`config.mk`:
```
export PLATFORM = sky130hd
export DESIGN_NAME = stm_timer
export DESIGN_NICKNAME = d
export VERILOG_FILES = /design/src/rtl/stm_pkg.sv /design/src/rtl/stm_timer.sv
export SDC_FILE = /design/constraint.sdc
export NUM_CORES = 1
export LEC_CHECK = 0
export ABC_AREA = 1
export BUFFER_PORTS_ARGS = -buffer_cell sky130_fd_sc_hd__buf_2
export CORE_MARGIN = 4
export CORE_UTILIZATION = 40
export CTS_CLUSTER_SIZE = 28
export DETAILED_ROUTE_END_ITERATION = 10
export SETUP_SLACK_MARGIN = 0.02
export SLEW_MARGIN = 20
export SYNTH_ARGS = -nofsm -noshare
export SYNTH_HDL_FRONTEND = slang
export SYNTH_SLANG_ARGS = --single-unit
```
`constraint.sdc`:
```
create_clock -name CORE_CLK_IN -period 3.55 [get_ports CORE_CLK_IN]
set_clock_uncertainty 0.2 [all_clocks]
set_input_delay 0 -clock CORE_CLK_IN [delete_from_list [all_inputs] [get_ports CORE_CLK_IN]]
set_output_delay 0 -clock CORE_CLK_IN [all_outputs]
set_load 0.01 [all_outputs]
```
`src/rtl/stm_pkg.sv`:
```
/*
 * shared constants and types for the 16-bit standard timer: register word
 * offsets, bit positions, reset values, mode and output function codes.
 * assumes a 32-bit avalon-mm slave with byte addresses, one word per register.
 */
package stm_pkg;
    // ----------------------------------------------------------------
    // register byte offsets
    // ----------------------------------------------------------------
    localparam logic [7:0] OFS_TIMER_CONTROL_ZERO = 8'h00;
    localparam logic [7:0] OFS_TIMER_CONTROL_ONE  = 8'h04;
    localparam logic [7:0] OFS_COUNT_LOW          = 8'h08;
    localparam logic [7:0] OFS_COUNT_HIGH         = 8'h0C;
    localparam logic [7:0] OFS_COMPARE_A_LOW      = 8'h10;
    localparam logic [7:0] OFS_COMPARE_A_HIGH     = 8'h14;
    localparam logic [7:0] OFS_PERIOD_COMPARE     = 8'h18;
    localparam logic [7:0] OFS_MATCH_STATUS       = 8'h1C;

    // ----------------------------------------------------------------
    // field positions and reset values
    // ----------------------------------------------------------------
    localparam int         BIT_COUNTER_HOLD = 7;
    localparam int         BIT_CLK_SEL_LSB  = 4;
    localparam int         BIT_COUNTER_ON   = 3;
    localparam int         BIT_MATCH_A      = 0;
    localparam int         BIT_MATCH_P      = 1;
    localparam logic [7:0] RST_BYTE         = 8'h00;

    // ----------------------------------------------------------------
    // counter clock sources
    // ----------------------------------------------------------------
    localparam logic [2:0] CLK_SYS_DIV4   = 3'h0;
    localparam logic [2:0] CLK_SYS        = 3'h1;
    localparam logic [2:0] CLK_SYS_DIV16  = 3'h2;
    localparam logic [2:0] CLK_SYS_DIV64  = 3'h3;
    localparam logic [2:0] CLK_PIN_RISE   = 3'h6;
    localparam logic [2:0] CLK_PIN_FALL   = 3'h7;

    // operating modes, two bits as in the control field
    typedef enum logic [1:0] {
        STM_MODE_COMPARE = 2'h0,
        STM_MODE_CAPTURE = 2'h1,
        STM_MODE_PWM     = 2'h2,
        STM_MODE_TIMER   = 2'h3
    } stm_mode_t;

    // output function codes
    localparam logic [1:0] FUNC_NONE_OR_INACTIVE = 2'h0;
    localparam logic [1:0] FUNC_LOW_OR_ACTIVE    = 2'h1;
    localparam logic [1:0] FUNC_HIGH_OR_PWM      = 2'h2;
    localparam logic [1:0] FUNC_TOGGLE_OR_PULSE  = 2'h3;

    // second control register, msb first as laid out in the byte
    typedef struct packed {
        stm_mode_t  mode;
        logic [1:0] output_function;
        logic       output_control;
        logic       output_invert;
        logic       period_duty_swap;
        logic       clear_select;
    } stm_ctrl1_t;
endpackage : stm_pkg

```
`src/rtl/stm_timer.sv`:
```
/*
 * 16-bit count-up timer with comparator a (full word) and comparator p
 * (upper byte): compare output, timer/counter, pwm and single pulse modes.
 * assumes a synchronous avalon-mm master on CORE_CLK_IN and an external
 * clock pin and output pin from outside the clock domain / pad logic.
 */
// Function
// - period byte compared to counter bits 15:8; zero means 65536 clocks, else 256 times.
// - mode 00 is compare output; clears by overflow, match a or match p.
// - clear select low: clear on p match or overflow; both flags set.
// - clear select high: clear on a match; only flag a is set.
// - in compare mode only an a match or counter on rising changes the output pin.
// - a match drives pin high, low or toggles per function; zero no change.
// - counter on rising in compare mode loads pin with output control level.
// - mode 11 counts and flags like compare mode but leaves pin undriven.
// - mode 10 with function 10 generates fixed frequency pwm.
// - swap low: period from p byte, duty from a; swap high exchanges roles.
// - duty at or above period holds pwm output fully active.
// - pwm mode sets flag a on a match and flag p on p match.
// - pwm: output control picks active level, function forces or enables, invert flips.
// - pwm counting continues while function forces a fixed level.
// - pwm ignores clear select; the swap choice alone clears the counter.
// - mode 10 with function 11 generates a single pulse.
// - single pulse: counter on rising starts counter and pulse leading edge.
// - single pulse: external pin active edge sets counter on.
// - pulse ends on software clear or a match; a match also stops counter.
// - counter on rising zeroes counter; falling stops and keeps value.
// - hold bit freezes counter; counting resumes from that value.
`timescale 1ns/1ps
`default_nettype none
module stm_timer #(
    parameter int TBC_DIV = 256              // slow base clock divider
) (
    input  wire logic        CORE_CLK_IN,
    input  wire logic        RESET_IN,
    input  wire logic [7:0]  AVS_ADDRESS_IN,
    input  wire logic        AVS_READ_IN,
    input  wire logic        AVS_WRITE_IN,
    input  wire logic [31:0] AVS_WRITEDATA_IN,
    input  wire logic [3:0]  AVS_BYTEENABLE_IN,
    output var  logic [31:0] AVS_READDATA_OUT,
    output var  logic        AVS_WAITREQUEST_OUT,
    input  wire logic        EXT_CLOCK_PIN_IN,
    output var  logic        TIMER_OUT,
    output var  logic        TIMER_OE_N_OUT
);
    // ----------------------------------------------------------------
    // helpers
    // ----------------------------------------------------------------
    // period byte to clocks; zero stands for the full 16-bit range
    function automatic logic [16:0] byte_span(input logic [7:0] b);
        byte_span = (b == 8'h00) ? 17'h10000 : {1'b0, b, 8'h00};
    endfunction : byte_span

    function automatic logic [16:0] word_span(input logic [15:0] w);
        word_span = (w == 16'h0000) ? 17'h10000 : {1'b0, w};
    endfunction : word_span

    // ----------------------------------------------------------------
    // state
    // ----------------------------------------------------------------
    stm_pkg::stm_ctrl1_t ctrl1_reg;
    logic [2:0]  clk_sel_reg;
    logic        counter_on_reg;
    logic        counter_hold_reg;
    logic        on_prev_reg;
    logic [15:0] compare_a_value_reg;
    logic [7:0]  period_value_reg;
    logic [15:0] count_reg;
    logic        match_a_flag_reg;
    logic        match_p_flag_reg;
    logic        out_level_reg;
    logic        wait_reg;
    logic [31:0] rdata_reg;
    logic        pin_meta_reg;
    logic        pin_sync_reg;
    logic        pin_last_reg;
    logic [7:0]  prescale_reg;
    logic        pin_out_reg;
    logic        pin_oe_n_reg;

    // ----------------------------------------------------------------
    // avalon slave: one wait cycle, then answer
    // ----------------------------------------------------------------
    logic       access_now;
    logic       wr_now;
    logic [7:0] wr_byte;
    logic [7:0] rd_byte;
    assign access_now = (AVS_READ_IN | AVS_WRITE_IN) & wait_reg;
    assign wr_now     = AVS_WRITE_IN & ~wait_reg & AVS_BYTEENABLE_IN[0];
    assign wr_byte    = AVS_WRITEDATA_IN[7:0];

    // waitrequest drops for exactly one cycle per request
    always_ff @(posedge CORE_CLK_IN) begin
        if (RESET_IN) begin
            wait_reg <= 1'b1;
        end else begin
            wait_reg <= ~access_now;
        end
    end

    // read mux; unmapped addresses read zero
    always_comb begin
        rd_byte = 8'h00;
        unique case (AVS_ADDRESS_IN)
            stm_pkg::OFS_TIMER_CONTROL_ZERO:
                rd_byte = {counter_hold_reg, clk_sel_reg, counter_on_reg, 3'h0};
            stm_pkg::OFS_TIMER_CONTROL_ONE: rd_byte = ctrl1_reg;
            stm_pkg::OFS_COUNT_LOW:         rd_byte = count_reg[7:0];
            stm_pkg::OFS_COUNT_HIGH:        rd_byte = count_reg[15:8];
            stm_pkg::OFS_COMPARE_A_LOW:     rd_byte = compare_a_value_reg[7:0];
            stm_pkg::OFS_COMPARE_A_HIGH:    rd_byte = compare_a_value_reg[15:8];
            stm_pkg::OFS_PERIOD_COMPARE:    rd_byte = period_value_reg;
            stm_pkg::OFS_MATCH_STATUS:
                rd_byte = {6'h00, match_p_flag_reg, match_a_flag_reg};
            default:                        rd_byte = 8'h00;
        endcase
    end

    always_ff @(posedge CORE_CLK_IN) begin
        if (RESET_IN) begin
            rdata_reg <= 32'h0000_0000;
        end else if (access_now) begin
            rdata_reg <= {24'h00_0000, rd_byte};
        end
    end

    // ----------------------------------------------------------------
    // plain configuration registers
    // ----------------------------------------------------------------
    always_ff @(posedge CORE_CLK_IN) begin
        if (RESET_IN) begin
            ctrl1_reg           <= stm_pkg::stm_ctrl1_t'(stm_pkg::RST_BYTE);
            clk_sel_reg         <= 3'h0;
            counter_hold_reg    <= 1'b0;
            compare_a_value_reg <= 16'h0000;
            period_value_reg    <= stm_pkg::RST_BYTE;
        end else if (wr_now) begin
            unique case (AVS_ADDRESS_IN)
                stm_pkg::OFS_TIMER_CONTROL_ZERO: begin
                    counter_hold_reg <= wr_byte[stm_pkg::BIT_COUNTER_HOLD];
                    clk_sel_reg      <= wr_byte[stm_pkg::BIT_CLK_SEL_LSB +: 3];
                end
                stm_pkg::OFS_TIMER_CONTROL_ONE: ctrl1_reg <= stm_pkg::stm_ctrl1_t'(wr_byte);
                stm_pkg::OFS_COMPARE_A_LOW:     compare_a_value_reg[7:0] <= wr_byte;
                stm_pkg::OFS_COMPARE_A_HIGH:    compare_a_value_reg[15:8] <= wr_byte;
                stm_pkg::OFS_PERIOD_COMPARE:    period_value_reg <= wr_byte;
                default: ;
            endcase
        end
    end

    // ----------------------------------------------------------------
    // external pin: two flops, then edge detection on the synced copy
    // ----------------------------------------------------------------
    always_ff @(posedge CORE_CLK_IN) begin
        if (RESET_IN) begin
            pin_meta_reg <= 1'b0;
            pin_sync_reg <= 1'b0;
            pin_last_reg <= 1'b0;
        end else begin
            pin_meta_reg <= EXT_CLOCK_PIN_IN;
            pin_sync_reg <= pin_meta_reg;
            pin_last_reg <= pin_sync_reg;
        end
    end

    logic pin_rise;
    logic pin_fall;
    logic pin_edge;
    assign pin_rise = pin_sync_reg & ~pin_last_reg;
    assign pin_fall = ~pin_sync_reg & pin_last_reg;
    // falling-edge source picks the falling edge, everything else rising
    assign pin_edge = (clk_sel_reg == stm_pkg::CLK_PIN_FALL) ? pin_fall : pin_rise;

    // ----------------------------------------------------------------
    // counter clock tick
    // ----------------------------------------------------------------
    always_ff @(posedge CORE_CLK_IN) begin
        if (RESET_IN) begin
            prescale_reg <= 8'h00;
        end else begin
            prescale_reg <= prescale_reg + 8'h01;
        end
    end

    logic tick;
    always_comb begin
        unique case (clk_sel_reg)
            stm_pkg::CLK_SYS_DIV4:  tick = (prescale_reg[1:0] == 2'h3);
            stm_pkg::CLK_SYS:       tick = 1'b1;
            stm_pkg::CLK_SYS_DIV16: tick = (prescale_reg[3:0] == 4'hF);
            stm_pkg::CLK_SYS_DIV64: tick = (prescale_reg[5:0] == 6'h3F);
            stm_pkg::CLK_PIN_RISE,
            stm_pkg::CLK_PIN_FALL:  tick = pin_edge;
            default:                tick = ({24'h0, prescale_reg} == 32'(TBC_DIV - 1));
        endcase
    end

    // ----------------------------------------------------------------
    // mode decode and comparators
    // ----------------------------------------------------------------
    logic        mode_cmp;
    logic        cmp_like;
    logic        mode_pwm_grp;
    logic        single_pulse;
    logic        on_rise;
    logic        run;
    logic        a_match;
    logic        p_match;
    logic        a_evt;
    logic        p_evt;
    logic        clear_cnt;
    logic [16:0] next_count;
    assign mode_cmp     = ctrl1_reg.mode == stm_pkg::STM_MODE_COMPARE;
    assign cmp_like     = mode_cmp | (ctrl1_reg.mode == stm_pkg::STM_MODE_TIMER);
    assign mode_pwm_grp = ctrl1_reg.mode == stm_pkg::STM_MODE_PWM;
    assign single_pulse = mode_pwm_grp
                          & (ctrl1_reg.output_function == stm_pkg::FUNC_TOGGLE_OR_PULSE);
    assign on_rise      = counter_on_reg & ~on_prev_reg;
    assign run          = counter_on_reg & ~counter_hold_reg & ~on_rise & tick;
    assign next_count   = {1'b0, count_reg} + 17'h00001;
    // match when the next count reaches the span; a zero span is overflow
    assign a_match      = next_count == word_span(compare_a_value_reg);
    assign p_match      = next_count == byte_span(period_value_reg);
    assign a_evt        = run & a_match;
    assign p_evt        = run & p_match & ~single_pulse;

    // clear source: clear select in compare modes, swap bit in pwm
    always_comb begin
        clear_cnt = 1'b0;
        if (cmp_like) begin
            clear_cnt = ctrl1_reg.clear_select ? a_evt : p_evt;
        end else if (mode_pwm_grp && !single_pulse) begin
            clear_cnt = ctrl1_reg.period_duty_swap ? a_evt : p_evt;
        end
    end

    // ----------------------------------------------------------------
    // counter
    // ----------------------------------------------------------------
    always_ff @(posedge CORE_CLK_IN) begin
        if (RESET_IN) begin
            count_reg <= 16'h0000;
        end else if (on_rise) begin
            count_reg <= 16'h0000;
        end else if (clear_cnt) begin
            count_reg <= 16'h0000;
        end else if (run && !(single_pulse && a_match)) begin
            count_reg <= next_count[15:0];
        end
    end

    // ----------------------------------------------------------------
    // counter on bit: software, pin trigger, pulse end
    // ----------------------------------------------------------------
    logic ext_set;
    assign ext_set = single_pulse & pin_edge;

    // the pin trigger wins over both a software write and an a match
    always_ff @(posedge CORE_CLK_IN) begin
        if (RESET_IN) begin
            counter_on_reg <= 1'b0;
            on_prev_reg    <= 1'b0;
        end else begin
            on_prev_reg <= counter_on_reg;
            if (ext_set) begin
                counter_on_reg <= 1'b1;
            end else if (wr_now && AVS_ADDRESS_IN == stm_pkg::OFS_TIMER_CONTROL_ZERO) begin
                counter_on_reg <= wr_byte[stm_pkg::BIT_COUNTER_ON];
            end else if (single_pulse && a_evt) begin
                counter_on_reg <= 1'b0;
            end
        end
    end

    // ----------------------------------------------------------------
    // match flags, write one to clear; a new match beats the clear
    // ----------------------------------------------------------------
    logic clr_status;
    logic set_a;
    logic set_p;
    assign clr_status = wr_now && AVS_ADDRESS_IN == stm_pkg::OFS_MATCH_STATUS;
    assign set_a      = a_evt & ~ctrl1_reg.mode[0] | a_evt & cmp_like;
    assign set_p      = p_evt & ~(cmp_like & ctrl1_reg.clear_select)
                        & (ctrl1_reg.mode != stm_pkg::STM_MODE_CAPTURE);

    always_ff @(posedge CORE_CLK_IN) begin
        if (RESET_IN) begin
            match_a_flag_reg <= 1'b0;
            match_p_flag_reg <= 1'b0;
        end else begin
            match_a_flag_reg <= set_a
                | (match_a_flag_reg & ~(clr_status & wr_byte[stm_pkg::BIT_MATCH_A]));
            match_p_flag_reg <= set_p
                | (match_p_flag_reg & ~(clr_status & wr_byte[stm_pkg::BIT_MATCH_P]));
        end
    end

    // ----------------------------------------------------------------
    // compare mode output level
    // ----------------------------------------------------------------
    always_ff @(posedge CORE_CLK_IN) begin
        if (RESET_IN) begin
            out_level_reg <= 1'b0;
        end else if (on_rise && mode_cmp) begin
            out_level_reg <= ctrl1_reg.output_control;
        end else if (a_evt && mode_cmp) begin
            unique case (ctrl1_reg.output_function)
                stm_pkg::FUNC_LOW_OR_ACTIVE:   out_level_reg <= 1'b0;
                stm_pkg::FUNC_HIGH_OR_PWM:     out_level_reg <= 1'b1;
                stm_pkg::FUNC_TOGGLE_OR_PULSE: out_level_reg <= ~out_level_reg;
                default:                       out_level_reg <= out_level_reg;
            endcase
        end
    end

    // ----------------------------------------------------------------
    // pwm and pulse waveform; registered onto the pin
    // ----------------------------------------------------------------
    logic [16:0] duty_span;
    logic [16:0] period_span;
    logic        active;
    logic        pin_next;
    // swap picks which compare register sets the period
    assign period_span = ctrl1_reg.period_duty_swap
                         ? word_span(compare_a_value_reg) : byte_span(period_value_reg);
    assign duty_span   = ctrl1_reg.period_duty_swap
                         ? byte_span(period_value_reg) : {1'b0, compare_a_value_reg};

    // active level resolution; forced codes keep the counter running
    always_comb begin
        unique case (ctrl1_reg.output_function)
            stm_pkg::FUNC_NONE_OR_INACTIVE: active = 1'b0;
            stm_pkg::FUNC_LOW_OR_ACTIVE:    active = 1'b1;
            stm_pkg::FUNC_HIGH_OR_PWM:      active = ({1'b0, count_reg} < duty_span)
                                                     | (duty_span >= period_span);
            default:                        active = counter_on_reg;
        endcase
        pin_next = mode_pwm_grp ? (active ~^ ctrl1_reg.output_control) : out_level_reg;
    end

    // pin released in timer/counter and capture modes
    always_ff @(posedge CORE_CLK_IN) begin
        if (RESET_IN) begin
            pin_out_reg  <= 1'b0;
            pin_oe_n_reg <= 1'b1;
        end else begin
            pin_out_reg  <= pin_next ^ ctrl1_reg.output_invert;
            pin_oe_n_reg <= ~(mode_cmp | mode_pwm_grp);
        end
    end

    assign AVS_READDATA_OUT    = rdata_reg;
    assign AVS_WAITREQUEST_OUT = wait_reg;
    assign TIMER_OUT           = pin_out_reg;
    assign TIMER_OE_N_OUT      = pin_oe_n_reg;
endmodule : stm_timer
`default_nettype wire

```
==> flow_summary_export.csv <==
group,metric,value,unit
critical_path,critical_path_buf_inv_count,3,
timing,tns,0,ns
placed_design,hpwl,15500,µm
drt,routed_wl,19400,µm
logic_synthesis,seq_area_frac_synth,0.275,
die,fp.dieH,128,µm
timing,worst_pin_slew,0.617,ns
timing,rsz0062_at_grt,"false",
finish,num-fill-cells,1485,
global_route,track_usage,0.242,
finish,final_cells,1156,
logic_synthesis,ys_seq_elements,79,
placed_design,dp_cells,1124,
die,io_pins,84,
critical_path,required,3.59,ns
die,die_w,128,µm
clocking,clock_latency,0.35,ns
critical_path,slowest_stage,"dfxtp_1",
global_route,grt_pass1_wl,30300,µm
pwr,seq_power_share,0.440,
logic_synthesis,synth.most_common_cell,"nand2_1",
critical_path,end_kind,"flop",
logic_synthesis,syn_avg_cell_area,6.27,µm²
timing,layout_setup_ws,0.295,ns
finish,postLayoutCoreUtil,0.469,
timing,slew_viol_final,0,
placed_design,port_buffers,32,
timing,slew_headroom,0.588,
drt,dr.first_iter.drc_count,512,
die,start_util,0.411,
placed_design,post-place-ws,0.350,ns
timing,final-setup-viol-count,0,
clocking,clockRootBuffer,"clkbuf_16",
logic_synthesis,synth.yosys.warnings,0,
drt,antenna_left,0,
global_route,grt_pass1_vias,5591,
critical_path,crit_chain,"inv_1, nand2_1, nor3_1, nand2_1, nor2_1, o21ai_0, ha_1, nand2_1, inv_1, nand3_1, inv_1, a21oi_2, nand2_1, nor2_1, nand2_1, nand2_1, nand2_1, nand3_1, nand3_1, a21oi_1, nor2_1",
finish,final_nets,1053,
run_status,status,"completed",
logic_synthesis,synthArstFlopShare,0,
logic_synthesis,ys_types,43,
timing,post-route-min-period,3.26,ns
die,num_rows,43,
clocking,cts_buffers,9,
critical_path,crit_fanout,4,
drt,drtPass1Iterations,5,
critical_path,max_stage_delay,0.37,ns
pwr,switchingPower,0.468,mW
drt,num_vias,6080,
clocking,cts_tree,"yes",
drt,viasPerCell,5.26,
clocking,htreeDepth,3,
finish,antennaDiodeCount,0,
logic_synthesis,ys_top_cells_by_area,"dfxtp_1 (28%), nand2_1 (13%), inv_1 (8.2%)",
logic_synthesis,ys.flop_type,"dfxtp_1",
pwr,swShare,0.230,
pwr,clkPwrFrac,0.510,
critical_path,crit_type,"reg -> reg",
finish,syn_to_final_growth,14.1,%
logic_synthesis,synth_commonest_cells,"nand2_1 (204), inv_1 (125), nor2_1 (107)",
clocking,clkTransAtPathRegs,0.06,ns
logic_synthesis,synthCells,917,
pwr,power_density,310,nW/µm²
drt,drcViolationCount,0,
timing,finalCritPeriodShare,0.917,
finish,layout-drive-gt1-share,0.0943,
placed_design,gp_congestion,1.00,
global_route,antenna_found_initial,0,
critical_path,arrival,3.30,ns
critical_path,cpMostUsedCell,"nand2_1",
die,dieArea,16400,µm²
timing,hold_violations,0,
critical_path,startpoint_type,"flop",
logic_synthesis,synth_enable_flop_cells,0,
clocking,clkSinkCount,79,
pwr,p_int,1.56,mW
logic_synthesis,yosysTopAreaCell,"dfxtp_1",
clocking,clk_path_buf_depth,2,
timing,fmax,307,MHz
run,cap_violations,0,
global_route,grt.overflow.total,0,
critical_path,crit_family,"simple AND/OR/NAND/NOR gates",
die,coreArea,14000,µm²
hold_path,hp-class,"in -> reg",
pwr,vdd.ir_drop.worst,0.224,mV
logic_synthesis,synth_area,5750,µm²
clocking,post_cts_buffers,0,
pwr,leakage,2.95,nW
pwr,combPwrFrac,0.050,
global_route,grt_max_degree,27,
drt,post_drt_wl_per_cell,16.8,µm
logic_synthesis,yosysTopAreaCellShare,0.275,
tightest hold or removal path: cells and delay by family:
| kind | cells | cell delay, ns |
|---|---|---|
| AND/OR/NAND/NOR | 2 | 0.19 |
| buffers and inverters | 2 | 0.14 |
| AO/OA/AOI/OAI | 2 | 0.20 |
worst paths after layout:
path	from	endpoint	slack [ns]	cells past startpoint
setup / recovery	compare_a_value_reg[9]$_SDFFE_PP0P_	TIMER_OUT$_SDFF_PP0_	0.29	21
hold / removal	AVS_ADDRESS_IN[4]	match_a_flag_reg$_SDFF_PP0_	0.03	6
setup reg to reg	compare_a_value_reg[9]$_SDFFE_PP0P_	TIMER_OUT$_SDFF_PP0_	0.29	21
hold reg to reg	pin_meta_reg$_SDFF_PP0_	pin_sync_reg$_SDFF_PP0_	0.20	2
kinds of logic after synthesis:
family	share of synthesized area
flip-flops	0.275
AO/OA/AOI/OAI	0.163
XOR/XNOR	0.0222
adder cells (fa/ha/maj)	0.0718
AND/OR/NAND/NOR	0.335
buffers and inverters	0.133
other	0.000652
placed cells by master, fill, tap and decap left out, types with 2 or more instances in the layout:
cell type / count
ha_1: 33
inv_2: 7
nand4_1: 16
conb_1: 24
clkinv_4: 2
xor2_1: 11
o21ai_1: 4
dlygate4sd3_1: 16
nor3_1: 22
nor2_1: 106
a21oi_2: 2
bufinv_16: 2
o41ai_1: 3
dfxtp_1: 79
buf_2: 32
a21oi_1: 66
clkbuf_16: 9
nor2_2: 6
buf_4: 14
nand2_1: 204
nand3b_1: 4
nand2_2: 9
o22ai_1: 16
nand3_1: 66
or2_2: 2
o21ai_0: 72
clkinv_1: 2
o221ai_1: 4
inv_1: 124
metal layers:
layer	global-route usage	routed length [µm]	share of wire	vias to the layer above
met5	0	0	0	-
met4	0.0968	575	0.030	0
met3	0.0525	1530	0.079	34
met2	0.362	8300	0.43	242
met1	0.339	9040	0.46	2740
li1	-	-	-	3064
per-stage QoR:
stage | power [mW] | hold WS (ns) | instance area, µm²
2_1_floorplan | 0.985 | -0.0930 | 5830
3_3_place_gp | 1.00 | 0.00232 | 6060
3_5_place_dp | 1.00 | 0.0183 | 6060
4_1_cts | 2.05 | 0.0196 | 6560
5_1_grt | 2.10 | 0.105 | 6560
6_report | 2.03 | 0.0251 | 6560
final cells by class:
cell class / count / area [µm²] / area share
clock buffers: 10 / 239 / 0.0364
clock inverters: 6 / 91.3 / 0.0139
inverters: 133 / 499 / 0.0761
multi-input cells: 686 / 3500 / 0.533
flip-flops and latches: 79 / 1580 / 0.241
well taps: 180 / 225 / 0.0343
repair buffers: 62 / 425 / 0.0648
power by group through the flow:
stage	logic (mW)	clock network [mW]	registers (mW)
6_report	0.101	1.04	0.895
5_1_grt	0.113	1.09	0.896
4_1_cts	0.0990	1.06	0.895
3_5_place_dp	0.0856	0	0.915
3_3_place_gp	0.0853	0	0.915
2_1_floorplan	0.0700	0	0.915
repair_timing:
action	4_1_cts	5_1_grt
gates resized for setup	0	3
setup endpoints to repair	0	1
endpoints found under the hold margin	54	0
hold buffers	16	0
Note: power is estimated with default switching activity, not from simulation.
